$ cat config.mk
export PLATFORM = sky130hd
export DESIGN_NAME = mac_pause_mgmt_config
export DESIGN_NICKNAME = d
export VERILOG_FILES = /design/src/common/mac_cfg_pkg.sv /design/src/design/hold_timer.sv /design/src/design/mac_pause_mgmt_config.sv
export SDC_FILE = /design/constraint.sdc
export NUM_CORES = 1
export LEC_CHECK = 0
export ABC_CLOCK_PERIOD_IN_PS = 11700
export BUFFER_PORTS_ARGS = -buffer_cell sky130_fd_sc_hd__buf_2
export CORE_MARGIN = 2
export CORE_UTILIZATION = 50
export CTS_CLUSTER_SIZE = 30
export DETAILED_ROUTE_END_ITERATION = 16
export PLACE_DENSITY = 0.82
export SLEW_MARGIN = 10
export SYNTH_ARGS = -nofsm -noshare
export SYNTH_HDL_FRONTEND = slang
export SYNTH_SLANG_ARGS = --single-unit
$ cat constraint.sdc
create_clock -name clk_sys_i -period 11.7 [get_ports clk_sys_i]
set_input_delay 0 -clock clk_sys_i [delete_from_list [all_inputs] [get_ports clk_sys_i]]
set_output_delay 0 -clock clk_sys_i [all_outputs]
set_load 0.05 [all_outputs]
$ cat src/common/mac_cfg_pkg.sv
// package for the mac pause, management and statistics configuration block
// assumes a single 40 MHz system clock and a plain strobe register port
`default_nettype none
package mac_cfg_pkg;
  localparam int ADDR_W = 12; // register port address width
  localparam int DATA_W = 32; // register data width
  // register byte addresses
  localparam logic [11:0] ADDR_MGMT_CTRL = 12'h014; // management busy and write-select
  localparam logic [11:0] ADDR_MGMT_DATA = 12'h018; // management data word
  localparam logic [11:0] ADDR_FLOW_CTRL = 12'h01c; // pause flow control
  localparam logic [11:0] ADDR_STAT_CTRL = 12'h100; // frame statistics control
  localparam logic [11:0] ADDR_RSV_FIRST = 12'h10c; // first reserved control word
  localparam logic [11:0] ADDR_RSV_SECOND = 12'h110; // second reserved control word
  localparam logic [11:0] ADDR_IRQ_STATUS = 12'h120; // sticky event status
  localparam logic [11:0] ADDR_IRQ_MASK = 12'h124; // event mask
  localparam logic [11:0] ADDR_LONG_COUNT = 12'h128; // long frame counter
  // field positions
  localparam int MGMT_BUSY_BIT = 0; // management busy flag
  localparam int MGMT_WRITE_BIT = 1; // management write-select
  localparam int PAUSE_SEND_BIT = 0; // pause-send busy
  localparam int PAUSE_HONOUR_BIT = 1; // pause-honour enable
  localparam int QUANTA_LSB = 16; // pause quanta low bit
  localparam int QUANTA_W = 16; // pause quanta width
  localparam int MGMT_DATA_W = 16; // management data width
  localparam int LIMIT_LSB = 3; // long frame limit low bit
  localparam int LIMIT_W = 11; // long frame limit width
  localparam int STAT_RSV_BIT = 1; // statistics reserved bit
  // reset values
  localparam logic [31:0] FLOW_CTRL_RESET = 32'h0050_0002;
  localparam logic [31:0] STAT_CTRL_RESET = 32'h0000_2f72;
  localparam logic [31:0] MGMT_CTRL_RESET = 32'h0000_0000;
  // interrupt event bits
  localparam int EV_MGMT_DONE = 0; // management instruction finished
  localparam int EV_PAUSE_SENT = 1; // pause frame transmitted
  localparam int EV_LONG_FRAME = 2; // long frame counted
  localparam int EV_W = 3; // number of events
  // pause machine states
  typedef enum logic [1:0] {
    PS_IDLE = 2'b00, // nothing pending
    PS_REQ = 2'b01, // asking the transmitter for a pause frame
    PS_SEND = 2'b10 // pause frame on the wire
  } pause_state_t;
endpackage : mac_cfg_pkg
`default_nettype wire

$ cat src/design/hold_timer.sv
// down-counter of pause slot times for the receive-pause hold-off
// assumes slot_tick_i is a one-cycle enable at the slot rate
`default_nettype none
module hold_timer #(
  parameter int CNT_W = 16
) (
  // clock and reset
  input wire logic clk_sys_i,
  input wire logic rst_i,
  // control
  input wire logic load_i,
  input wire logic [CNT_W-1:0] value_i,
  input wire logic slot_tick_i,
  // state
  output logic active_o
);
  logic [CNT_W-1:0] remaining; // slots still to hold off

  // a fresh load restarts the count, as a new pause frame replaces the old time
  always_ff @(posedge clk_sys_i or posedge rst_i) begin
    if (rst_i) begin
      remaining <= '0;
    end else if (load_i) begin
      remaining <= value_i;
    end else if (slot_tick_i && remaining != '0) begin
      remaining <= remaining - 1'b1;
    end
  end

  assign active_o = (remaining != '0);
endmodule : hold_timer
`default_nettype wire

$ cat src/design/mac_pause_mgmt_config.sv
// configuration and control of a 10/100 mac: management data, pause frames, long frame limit
// assumes one 40 MHz clock, a strobe register port and a transmitter that handshakes pause frames
`default_nettype none
module mac_pause_mgmt_config
  import mac_cfg_pkg::*;
#(
  parameter int SLOT_DIV = 20 // system cycles per pause slot tick
) (
  // clock and reset
  input wire logic clk_sys_i,
  input wire logic rst_i,
  // register port
  input wire logic [mac_cfg_pkg::ADDR_W-1:0] reg_addr_i,
  input wire logic [mac_cfg_pkg::DATA_W-1:0] reg_wdata_i,
  input wire logic reg_wr_i,
  input wire logic reg_rd_i,
  output logic [mac_cfg_pkg::DATA_W-1:0] reg_rdata_o,
  // management engine
  output logic mgmt_start_o,
  output logic mgmt_write_o,
  output logic [mac_cfg_pkg::MGMT_DATA_W-1:0] mgmt_wdata_o,
  input wire logic mgmt_done_i,
  input wire logic [mac_cfg_pkg::MGMT_DATA_W-1:0] mgmt_rdata_i,
  // transmit pause frames
  output logic pause_req_o,
  output logic [mac_cfg_pkg::QUANTA_W-1:0] pause_quanta_o,
  input wire logic pause_ack_i,
  input wire logic pause_done_i,
  // received pause frames
  input wire logic rx_pause_i,
  input wire logic [mac_cfg_pkg::QUANTA_W-1:0] rx_pause_quanta_i,
  output logic tx_hold_o,
  // transmitted frame lengths
  input wire logic tx_frame_end_i,
  input wire logic [mac_cfg_pkg::LIMIT_W-1:0] tx_frame_len_i,
  output logic long_frame_o,
  // interrupt
  output logic irq_o
);
  import mac_cfg_pkg::*;

  // register state
  logic [DATA_W-1:0] flow_ctrl; // quanta and honour enable; the send bit is stored as zero
  logic [DATA_W-1:0] stat_ctrl; // long frame limit and reserved bits
  logic [DATA_W-1:0] rsv_first; // plain storage word
  logic [DATA_W-1:0] rsv_second; // plain storage word
  logic [MGMT_DATA_W-1:0] mgmt_data; // management data field
  logic mgmt_busy; // management busy flag
  logic mgmt_write; // management write-select
  logic [EV_W-1:0] irq_status; // sticky events
  logic [EV_W-1:0] irq_mask; // event enables
  logic [DATA_W-1:0] long_count; // long frames seen
  pause_state_t pause_state; // pause send machine
  pause_state_t next_pause_state;
  logic [$clog2(SLOT_DIV)-1:0] slot_div; // slot rate divider
  logic slot_tick; // one-cycle slot enable
  logic [EV_W-1:0] events; // this cycle's events

  // write decode, one term per register
  function automatic logic hit(input logic [ADDR_W-1:0] a, input logic [11:0] r);
    hit = (a == r);
  endfunction : hit

  logic wr_flow, wr_stat, wr_mgmt_ctrl, wr_mgmt_data;
  assign wr_flow = reg_wr_i && hit(reg_addr_i, ADDR_FLOW_CTRL);
  assign wr_stat = reg_wr_i && hit(reg_addr_i, ADDR_STAT_CTRL);
  assign wr_mgmt_ctrl = reg_wr_i && hit(reg_addr_i, ADDR_MGMT_CTRL);
  assign wr_mgmt_data = reg_wr_i && hit(reg_addr_i, ADDR_MGMT_DATA);

  // pause quanta and honour enable; the send bit is owned by the pause machine
  always_ff @(posedge clk_sys_i or posedge rst_i) begin
    if (rst_i) begin
      flow_ctrl <= FLOW_CTRL_RESET;
    end else if (wr_flow) begin
      flow_ctrl <= {reg_wdata_i[DATA_W-1:PAUSE_SEND_BIT+1], 1'b0};
    end
  end

  // statistics control and reserved words: plain storage, reserved bits keep what software wrote
  always_ff @(posedge clk_sys_i or posedge rst_i) begin
    if (rst_i) begin
      stat_ctrl <= STAT_CTRL_RESET;
      rsv_first <= '0;
      rsv_second <= '0;
    end else begin
      if (wr_stat) begin
        stat_ctrl <= reg_wdata_i;
      end
      if (reg_wr_i && hit(reg_addr_i, ADDR_RSV_FIRST)) begin
        rsv_first <= reg_wdata_i;
      end
      if (reg_wr_i && hit(reg_addr_i, ADDR_RSV_SECOND)) begin
        rsv_second <= reg_wdata_i;
      end
    end
  end

  // pause send machine: request, wait for the transmitter to take it, wait for the end
  always_comb begin
    next_pause_state = pause_state;
    case (pause_state)
      PS_IDLE: begin
        // a write of one starts a frame; while busy a second write starts no frame but still loads quanta and honour enable
        if (wr_flow && reg_wdata_i[PAUSE_SEND_BIT]) begin
          next_pause_state = PS_REQ;
        end
      end
      PS_REQ: begin
        if (pause_ack_i) begin
          next_pause_state = PS_SEND;
        end
      end
      PS_SEND: begin
        if (pause_done_i) begin
          next_pause_state = PS_IDLE;
        end
      end
      default: next_pause_state = PS_IDLE;
    endcase
  end

  always_ff @(posedge clk_sys_i or posedge rst_i) begin
    if (rst_i) begin
      pause_state <= PS_IDLE;
    end else begin
      pause_state <= next_pause_state;
    end
  end

  assign pause_req_o = (pause_state == PS_REQ);
  assign pause_quanta_o = flow_ctrl[QUANTA_LSB +: QUANTA_W];

  // management control: busy set by software start, cleared by the engine's done
  always_ff @(posedge clk_sys_i or posedge rst_i) begin
    if (rst_i) begin
      mgmt_busy <= MGMT_CTRL_RESET[MGMT_BUSY_BIT];
      mgmt_write <= MGMT_CTRL_RESET[MGMT_WRITE_BIT];
    end else if (wr_mgmt_ctrl && !mgmt_busy) begin
      mgmt_write <= reg_wdata_i[MGMT_WRITE_BIT];
      mgmt_busy <= reg_wdata_i[MGMT_BUSY_BIT];
    end else if (mgmt_busy && mgmt_done_i) begin
      mgmt_busy <= 1'b0;
    end
  end

  // start pulse the cycle the instruction is accepted
  always_ff @(posedge clk_sys_i or posedge rst_i) begin
    if (rst_i) begin
      mgmt_start_o <= 1'b0;
    end else begin
      mgmt_start_o <= wr_mgmt_ctrl && !mgmt_busy && reg_wdata_i[MGMT_BUSY_BIT];
    end
  end
  assign mgmt_write_o = mgmt_write;
  assign mgmt_wdata_o = mgmt_data;

  // data field: software writes it, a finished read overwrites it with the phy's word
  always_ff @(posedge clk_sys_i or posedge rst_i) begin
    if (rst_i) begin
      mgmt_data <= '0;
    end else if (mgmt_busy && mgmt_done_i && !mgmt_write) begin
      mgmt_data <= mgmt_rdata_i;
    end else if (wr_mgmt_data && !mgmt_busy) begin
      mgmt_data <= reg_wdata_i[MGMT_DATA_W-1:0];
    end
  end

  // slot tick divider; a slot is modelled as SLOT_DIV system cycles
  always_ff @(posedge clk_sys_i or posedge rst_i) begin
    if (rst_i) begin
      slot_div <= '0;
    end else if (slot_div == $clog2(SLOT_DIV)'(SLOT_DIV - 1)) begin
      slot_div <= '0;
    end else begin
      slot_div <= slot_div + 1'b1;
    end
  end
  assign slot_tick = (slot_div == $clog2(SLOT_DIV)'(SLOT_DIV - 1));

  // received pause: loaded only while honouring is enabled
  hold_timer #(
    .CNT_W(QUANTA_W)
  ) u_hold (
    .clk_sys_i(clk_sys_i),
    .rst_i(rst_i),
    .load_i(rx_pause_i && flow_ctrl[PAUSE_HONOUR_BIT]),
    .value_i(rx_pause_quanta_i),
    .slot_tick_i(slot_tick),
    .active_o(tx_hold_o)
  );

  // long frame detection and count
  always_ff @(posedge clk_sys_i or posedge rst_i) begin
    if (rst_i) begin
      long_frame_o <= 1'b0;
      long_count <= '0;
    end else begin
      long_frame_o <= tx_frame_end_i && (tx_frame_len_i > stat_ctrl[LIMIT_LSB +: LIMIT_W]);
      if (tx_frame_end_i && (tx_frame_len_i > stat_ctrl[LIMIT_LSB +: LIMIT_W])) begin
        long_count <= long_count + 1'b1;
      end
    end
  end

  // events and sticky status; a new event wins over a write-one clear
  always_comb begin
    events = '0;
    events[EV_MGMT_DONE] = mgmt_busy && mgmt_done_i;
    events[EV_PAUSE_SENT] = (pause_state == PS_SEND) && pause_done_i;
    events[EV_LONG_FRAME] = long_frame_o;
  end

  always_ff @(posedge clk_sys_i or posedge rst_i) begin
    if (rst_i) begin
      irq_status <= '0;
      irq_mask <= '0;
    end else begin
      if (reg_wr_i && hit(reg_addr_i, ADDR_IRQ_STATUS)) begin
        irq_status <= (irq_status & ~reg_wdata_i[EV_W-1:0]) | events;
      end else begin
        irq_status <= irq_status | events;
      end
      if (reg_wr_i && hit(reg_addr_i, ADDR_IRQ_MASK)) begin
        irq_mask <= reg_wdata_i[EV_W-1:0];
      end
    end
  end
  assign irq_o = |(irq_status & irq_mask);

  // read mux, registered; unmapped addresses read zero
  always_ff @(posedge clk_sys_i or posedge rst_i) begin
    if (rst_i) begin
      reg_rdata_o <= '0;
    end else if (reg_rd_i) begin
      case (reg_addr_i)
        ADDR_MGMT_CTRL: reg_rdata_o <= {30'h0, mgmt_write, mgmt_busy};
        ADDR_MGMT_DATA: reg_rdata_o <= {16'h0, mgmt_data};
        ADDR_FLOW_CTRL: reg_rdata_o <= {flow_ctrl[DATA_W-1:1], pause_state != PS_IDLE};
        ADDR_STAT_CTRL: reg_rdata_o <= stat_ctrl;
        ADDR_RSV_FIRST: reg_rdata_o <= rsv_first;
        ADDR_RSV_SECOND: reg_rdata_o <= rsv_second;
        ADDR_IRQ_STATUS: reg_rdata_o <= {29'h0, irq_status};
        ADDR_IRQ_MASK: reg_rdata_o <= {29'h0, irq_mask};
        ADDR_LONG_COUNT: reg_rdata_o <= long_count;
        default: reg_rdata_o <= '0;
      endcase
    end else begin
      reg_rdata_o <= '0;
    end
  end
endmodule : mac_pause_mgmt_config
`default_nettype wire

# After elaboration in Yosys (flattened, before gate mapping)
# Index checks and enable logic that the tools add are counted.
# classes
reduce_logical,28
div,0
mul,0
shift,0
n_lt_le_gt_ge,1
n_bitwise,5
n_mux,14
eq_ne,15
add_sub_neg,3
# ops
cell,n
$pmux W32 S9,1
$eq A12 B9 Y1 const B,6
$mux W16,4
$eq A12 B5 Y1 const B,3
$add A32 B1 Y32 const B,1
$mux W32,1
$logic_and A1 B1 Y1,18
$reduce_bool A16 Y1,1
$sub A16 B1 Y16 const B,1
$gt A11 B11 Y1,1
$reduce_bool A2 Y1,4
$and A3 B3 Y3,2
$mux W2,3
$or A3 B3 Y3,2
$pmux W2 S3,1
$add A5 B1 Y5 const B,1
$eq A5 B5 Y1 const B,1
$mux W5,1
$ne A2 B2 Y1 const B,2
$mux W3,1
$not A3 Y3,1
$reduce_and A3 Y1,1
$reduce_or A3 Y1,1
$eq A2 B1 Y1 const B,1
other kinds (5),7
# totals
mem_bits_rw,0
memories,0
latchBits,0
regBits,240
rom_bits,0
in_bits,96

# Longest topological paths before layout
# Gate-level depths: netlist of run 1.
# logic_depth
ltp_word,5
depth_mapped,10

# Cells and area by module
# A second synthesis of run 1 with hierarchy kept.
# unflattened
cells_unflattened,1013
hier_area_um2,11551.1
# by_module_without_submodules
mod,cells_each,instances,seq_area_each_um2,area_per_inst_um2
mac_pause_mgmt_config,891,1,5620.4,10493.8
hold_timer,122,1,400.4,1057.3

# Worst setup path before layout of run 1
# Ideal clock, no wire load.
# synth_timing
path_type,register -> register
from,register u_hold.remaining[2]
to,register u_hold.remaining[7]
required_ns,11.563
stages_incl_launch_ff,7
slack_ns,9.322
period_less_slack_ns,2.378
setup_ns,0.137
arrival_ns,2.241
cell_sequence,dfrtp_1 nor4_1 nand4_1 and4_1 nor2b_1 xnor2_1 a21oi_1
# synth_via
elab_chain_cells,3
elab_cells_between_ends,6
cone_classes,add/sub (1); mux (2); reduce/logical (3)
# synth_rtl
item,line_no,text
start: declaration,hold_timer.sv:17,logic [CNT_W-1:0] remaining;
start signal: assignment,hold_timer.sv:24,remaining <= value_i;
start signal: assignment,hold_timer.sv:26,remaining <= remaining - 1'b1;
$reduce_bool A16 Y1,--,
net tx_hold_o,mac_pause_mgmt_config.sv:32,"output logic tx_hold_o,"
$logic_and A1 B1 Y1,hold_timer.sv:25,end else if (slot_tick_i && remaining != '0) begin
$reduce_bool A2 Y1 (no line),--,
# The timed path passes the listed nets, and every way through them passes these cells. The select of a mux whose other input is x is not followed.
# A chain may end at the register's enable or synchronous reset.

# Worst setup path in the final report of run 1
# layout_timing
from,register stat_ctrl[5]
to,register long_count[5]
# layout_via
elab_chain_cells,2
# layout_rtl
item,line_no,text
start: declaration,mac_pause_mgmt_config.sv:44,logic [DATA_W-1:0] stat_ctrl;
start signal: assignment,mac_pause_mgmt_config.sv:87,stat_ctrl <= reg_wdata_i;
$gt A11 B11 Y1,mac_pause_mgmt_config.sv:199,if (tx_frame_end_i && (tx_frame_len_i > stat_ctrl[LIMIT_LSB +: LIMIT_W])) begin
$logic_and A1 B1 Y1,mac_pause_mgmt_config.sv:199,
end signal: assignment,mac_pause_mgmt_config.sv:200,long_count <= long_count + 1'b1;
end: declaration,mac_pause_mgmt_config.sv:52,logic [DATA_W-1:0] long_count;
# No other way between the ends.

==> impl_metrics.yaml, run 1 <==
detailed_routing:
  wirelength_microns: 28310
  detail_route.wl_per_cell_microns: 19.78
  drtPass1Iterations: 9
  dr_total_vias: 8343
  drt_iter0_markers: 585
  drc: 0
  viasPerCell: 5.830
  ant_nets: 0
timing:
  skew_ns: 0.01661
  timing.fmax_ghz: 0.3114
  whs_ns: 0.01907
  grt_setup_unrepaired: "false"
  period_needed_ns: 3.211
  fin_crit_sh_pct: 27.45
  tns_ns: 0
  slew_violations: 0
  finalSetupViolations: 0
  tightest_slew_ns: 1.263
  hold_viol: 0
  slew_headroom_pct: 15.40
grt:
  grt_max_degree: 102
  gr-usage-met3_pct: 4.039
  grt_util_met1_pct: 32.03
  grt_use_total_pct: 24.19
  grt_pass1_wl_microns: 46140
  grt-ovfl-total: 0
  first_global_vias: 8883
  busiest_layer: "met2"
  antenna_found_initial: 0
  use_met2_pct: 40.76
final_layout:
  drive_gt1_share_pct: 25.46
  nets: 1243
  multiInputGateArea_sq_mm: 0.004596
  synthToLayoutAreaGrowth_pct: 23.15
  area.sequential_sq_mm: 0.006021
  fin_cells: 1431
  fill_cells: 1658
  antenna_cells: 0
  final_util_pct: 62.66
power:
  p_leak_nw: 6.698
  power_mw: 1.767
  p_per_area_mw_per_mm2: 129.7
  irDropWorstVdd_mv: 0.08476
clock_network:
  cts.clk_slew.worst_paths_ns: 0.06
  insertion_delay_ns: 0.53
  root_buffer: "clkbuf_16"
  cts_max_level: 1
  cts_buffer_depth: 3
  numCtsBuffers: 26
  cts.sinks: 240
  cts_tree: "done"
  postCtsSetupBuffers: 0
critical_path:
  crit_path_max_fanout: 20
  critical_path.top_delay_family: "simple AND/OR/NAND/NOR gates"
  slowest_stage: "or2_1"
  path_buf_inv: 2
  crit_required_ns: 12.14
  cpMostUsedCell: "inv_1"
  criticalPathCategory: "reg2reg"
  max_stage_delay_ns: 0.69
  cp-start-kind: "flip-flop"
  cp_data_arrival_time_ns: 3.65
  path_cells: "inv_1 > ha_1 > a21oi_1 > a211oi_1 > a2111oi_0 > or2_1 > inv_1 > nand3_1 > xnor2_1"
  end_kind: "flip-flop"
die:
  top_level_ports: 166
  die_area_sq_mm: 0.02334
  rows: 54
  die_y_microns: 152.8
  die_w_microns: 152.8
  start_util_pct: 50.88
  core_sq_mm: 0.02176
synth:
  ys_ff_latch: 240
  synth_cells: 910
  avgSynthCellArea_sq_um: 12.16
  synth_top_area_share_pct: 51.54
  synthArstFlopShare_pct: 100.0
  synth_area_sq_mm: 0.01107
  synthesis.nets: 1021
  synth_edf_count: 0
  ys_seq_area_share_pct: 54.39
  synthFlopType: "dfrtp_1"
  synth_cell_type_count: 63
  synth_area_leaders: "dfrtp_1, mux2_1, mux2_2"
  yosysWarnings: 0
  synth_area_leader_cell: "dfrtp_1"
worst_hold_path:
  holdCritPathClass: "in2reg"
job:
  cap_violations: 0
placed_design:
  numPortBuffers: 165
  dp_hpwl_microns: 17810
  gp_congestion: 0.8611
  dpl.cell_count: 1302
outcome:
  status: "finished, final reports clean"
-- sequential cells by signal (all words and copies together), names as in the netlist, 5 cells and up --
register and flops:
flow_ctrl 31, long_count 32, mgmt_wdata_o 16, reg_rdata_o 32, rsv_first 32, rsv_second 32
slot_div 5, stat_ctrl 32, u_hold.remaining 16
-- layout by cell type (no fill, tap or decap), drive strengths merged, types with 2 or more instances in the layout --
master / instances
a211oi: 2
a21o: 2
a21oi: 54
a221oi: 7
a222oi: 24
a22o: 2
a22oi: 38
a31oi: 2
and3: 9
and4: 4
buf: 175
clkbuf: 40
clkinv: 6
dfrtp: 228
dfstp: 12
dlygate4sd3: 82
ha: 15
inv: 24
mux2: 138
mux2i: 22
nand2: 53
nand2b: 5
nand3: 20
nand3b: 3
nand4: 14
nor2: 45
nor2b: 6
nor3: 20
nor3b: 3
nor4: 10
o21ai: 22
or4: 2
xnor2: 25
xor2: 22
-- synthesized netlist by cell type (2+ instances only) --
master	number
a211oi_1	2
a21o_1	2
a21oi_1	54
a221oi_1	7
a222oi_1	24
a22o_1	2
a22oi_1	38
a31oi_1	2
and3_1	8
and4_1	4
buf_2	20
buf_4	23
buf_6	3
clkbuf_1	16
dfrtp_1	228
dfstp_2	12
ha_1	15
inv_1	23
mux2_1	97
mux2_2	41
mux2i_1	22
nand2_1	51
nand2_2	2
nand2b_1	5
nand3_1	18
nand3_2	2
nand3b_1	2
nand4_1	13
nor2_1	44
nor2b_1	6
nor3_1	16
nor3_4	3
nor3b_2	2
nor4_1	8
o21ai_0	8
o21ai_1	14
or4_1	2
xnor2_1	25
xor2_1	22
-- repair_timing --
item	in CTS	in global routing
endpoints found under the hold margin	266	0
hold buffers	82	0
resized for setup	0	0
-- cell type report --
cell class              instances  share of cell area (%)
well taps                     280                   2.570
repair buffers                257                   12.63
flip-flops and latches        240                   44.17
multi-input cells             583                   33.71
inverters                      24                  0.7159
clock buffers                  40                   5.902
clock inverters                 7                  0.3029
-- power breakdown --
part           switching, mW  internal, mW
clock                  0.324         0.471
sequential            0.0197         0.845
combinational         0.0583        0.0488
-- worst register-to-register path, cell delays in order, from the launching register on --
cell and delay, ns:
dfstp_2 0.56, inv_1 0.05, ha_1 0.33, a21oi_1 0.19, a211oi_1 0.10, a2111oi_0 0.39
or2_1 0.69, inv_1 0.44, nand3_1 0.24, xnor2_1 0.14
-- cells by family (layout without fill, tap and decap cells) --
kind of cell,after synthesis,in the layout,synth area share [%]
buf+inv,87,328,4.171
compound gates,162,162,10.13
fa+ha+maj,15,15,1.695
flops,240,240,54.39
simple gates,199,199,9.868
mux,160,160,16.03
xor+xnor,47,47,3.719
-- final timing paths --
check                                  start         endpoint  slack (ns)  depth (start not counted)
worst max-delay path            stat_ctrl[5]    long_count[5]        8.49                          9
worst min-delay path                reg_wr_i      irq_mask[0]        0.02                          3
worst max register to register  stat_ctrl[5]    long_count[5]        8.49                          9
worst min register to register   slot_div[0]      slot_div[0]        0.46                          1
max in group asynchronous              rst_i    rsv_first[15]       10.14                          4
min in group asynchronous              rst_i  reg_rdata_o[25]        0.15                          3
-- metrics by stage --
step / setup WS [ns] / instance area (sq um)
after global routing: 8.236 / 13630
final: 8.489 / 13630
after detailed placement: 8.646 / 11970
after CTS: 8.585 / 13630
after global placement: 8.697 / 11970
after floorplan: 5.132 / 11070
-- per-layer routing --
metal / part of all wire [%] / up-vias
met5: 0 / -
met4: 2.6 / 0
met3: 6.3 / 70
met2: 49 / 319
met1: 43 / 4205
li1: - / 3749
No activity file was read; power rests on OpenSTA's default activity.
==> run 2, diff against run 1 <==
- ABC_AREA: default -> 1
- ABC_CLOCK_PERIOD_IN_PS: 11700 -> 3050
- clock period: 11.7 -> 3.05 ns (I/O delays scaled with it)
==> impl_metrics.yaml, run 2 <==
critical_path:
  max_stage_delay_ns: 0.59
  crit_path_max_fanout: 33
  criticalPathCategory: "reg2reg"
  rr_startpoint: "mgmt_write_o"
  slowest_stage: "dlygate4sd3_1"
  crit_start: "mgmt_write_o"
  path_cells: "or2_2 > nand2_1 > buf_4 > o211ai_1 > dlygate4sd3_1 > o21ai_0"
  crit_required_ns: 3.52
  r2r_end: "mgmt_wdata_o[12]"
  ff2ff_path_depth: 6
  cp_data_arrival_time_ns: 2.86
  cp-start-kind: "flip-flop"
  reg2reg_slack_ns: 0.66
  end_kind: "flip-flop"
synth:
  ys_ff_latch: 240
  yosysMostFrequentCell: "nand2_1"
  synth_xor_area_share_pct: 1.430
  synth_cells: 1607
  synth_area_sq_mm: 0.01225
  yosysWarnings: 0
  synth_top_family_by_area: "simple AND/OR/NAND/NOR gates"
  synthFlopType: "dfrtp_1"
  synth_area_leaders: "dfrtp_1, nand2_1, o21ai_0"
  synth_top_area_share_pct: 46.56
  ys_seq_area_share_pct: 49.14
  synthArstFlopShare_pct: 100.0
  avgSynthCellArea_sq_um: 7.625
  yosys.area_share.simple_pct: 29.40
  synth_cell_type_count: 35
  synth_area_leader_cell: "dfrtp_1"
  ys_top_cells_by_count: "nand2_1, dfrtp_1, o21ai_0"
  muxShareOfSynthArea_pct: 0
  yosys.area_share.adder_pct: 1.532
  synth_compound_area_share_pct: 10.80
  synth_edf_count: 0
  synthesis.nets: 1718
placed_design:
  gp_congestion: 0.9221
  dp_hpwl_microns: 23920
  numPortBuffers: 165
  dpl.cell_count: 2043
clock_network:
  insertion_delay_ns: 0.56
  cts_max_level: 1
  postCtsSetupBuffers: 0
  cts_buffer_depth: 3
  cts.clk_slew.worst_paths_ns: 0.06
  numCtsBuffers: 28
  root_buffer: "clkbuf_16"
  cts_tree: "done"
  cts.sinks: 240
die:
  top_level_ports: 166
  die_w_microns: 160.5
  start_util_pct: 50.68
  die_y_microns: 160.5
  die_area_sq_mm: 0.02577
  rows: 57
  core_sq_mm: 0.02418
timing:
  skew_ns: 0.02499
  whs_ns: 0.02361
  fin_crit_sh_pct: 78.26
  timing.fmax_ghz: 0.4189
  finalSetupViolations: 0
  period_needed_ns: 2.387
  hold_viol: 0
  slew_headroom_pct: 37.36
  slew_violations: 0
  tightest_slew_ns: 0.9366
  tns_ns: 0
  grt_setup_unrepaired: "false"
worst_hold_path:
  hp-start: "reg_addr_i[2]"
  whs_path_depth: 5
  whs_endpoint: "mgmt_start_o"
  holdCritPathClass: "in2reg"
grt:
  grt-ovfl-total: 0
  antenna_found_initial: 0
  first_global_vias: 11580
  grt_max_degree: 98
  grt_pass1_wl_microns: 58860
  grt_use_total_pct: 28.24
final_layout:
  area.sequential_sq_mm: 0.006021
  final_cell_mix: "nand2_1, dfrtp_1, o21ai_0, buf_2, nor2_1"
  multiInputGateArea_sq_mm: 0.005293
  mostFrequentLayoutCell: "nand2_1"
  final_util_pct: 62.62
  drive_gt1_share_pct: 15.91
  fin_cells: 2185
  synthToLayoutAreaGrowth_pct: 23.57
  antenna_cells: 0
  nets: 1952
  fill_cells: 1981
power:
  p_leak_nw: 7.336
  p_per_area_mw_per_mm2: 486.6
  irDropWorstVdd_mv: 0.3534
detailed_routing:
  wirelength_microns: 36500
  drt_iter0_markers: 1198
  drc: 0
  drtPass1Iterations: 6
  dr_total_vias: 11860
  ant_nets: 0
  viasPerCell: 5.428
  detail_route.wl_per_cell_microns: 16.71
job:
  cap_violations: 0
outcome:
  status: "finished, final reports clean"
[run 2: through the flow]
step / setup slack [ns] / instance area (sq um) / total power, mW
floorplan: -0.08803 / 12260 / 3.737
global placement: 0.9494 / 13280 / 3.925
detailed placement: 0.9112 / 13280 / 3.941
CTS: 0.7220 / 15140 / 7.388
global route: 0.5783 / 15140 / 7.603
finish: 0.6630 / 15140 / 7.368
[run 2: power by group]
part,internal [mW],switching [mW]
sequential,3.26,0.0868
combinational,0.229,0.406
clock,2.00,1.38
[run 2: cell type report]
cell class	instances	share of cell area, %
Sequential cell	240	39.77
Multi-Input combinational cell	1148	34.96
Timing Repair Buffer	280	12.84
Clock buffer	37	5.247
Inverter	143	3.570
Tap cell	324	2.677
Clock inverter	13	0.9421
[run 2: worst max-delay path by stage]
stage / cells after the start / to / slack (ns)
global placement: 9 / reg_rdata_o[8] / 0.95
floorplan: 1 / flow_ctrl[10] / -0.09
detailed placement: 11 / long_count[6] / 0.91
CTS: 7 / mgmt_wdata_o[11] / 0.72
finish: 6 / mgmt_wdata_o[12] / 0.66
global route: 7 / mgmt_wdata_o[12] / 0.58
[run 2: cell families after synthesis]
family                   after synthesis
AND/OR/NAND/NOR                      862
AO/OA/AOI/OAI                        251
XOR/XNOR                              20
flip-flops                           240
buffers and inverters                219
adder cells (fa/ha/maj)               15
[run 2: layer usage]
| layer | wire, microns | track usage [%] | share of wire [%] | up-vias |
|---|---|---|---|---|
| li1 | - | - | - | 5605 |
| met1 | 15150 | 37.44 | 42 | 5589 |
| met2 | 17350 | 47.20 | 48 | 567 |
| met3 | 2764 | 4.571 | 7.6 | 99 |
| met4 | 1238 | 10.20 | 3.4 | 0 |
| met5 | 0 | 0 | 0 | - |
[run 2: worst max-delay path, delay by kind of cell, from the launching register on]
kind | cells | cell delay, ns
AND/OR/NAND/NOR | 2 | 0.71
buffers and inverters | 2 | 0.91
flip-flops | 1 | 0.42
AO/OA/AOI/OAI | 2 | 0.23
[run 2: repair_timing]
item                                   in CTS  in global routing
hold buffers                               92                  0
gates resized for setup                     0                  0
endpoints found under the hold margin     414                  0
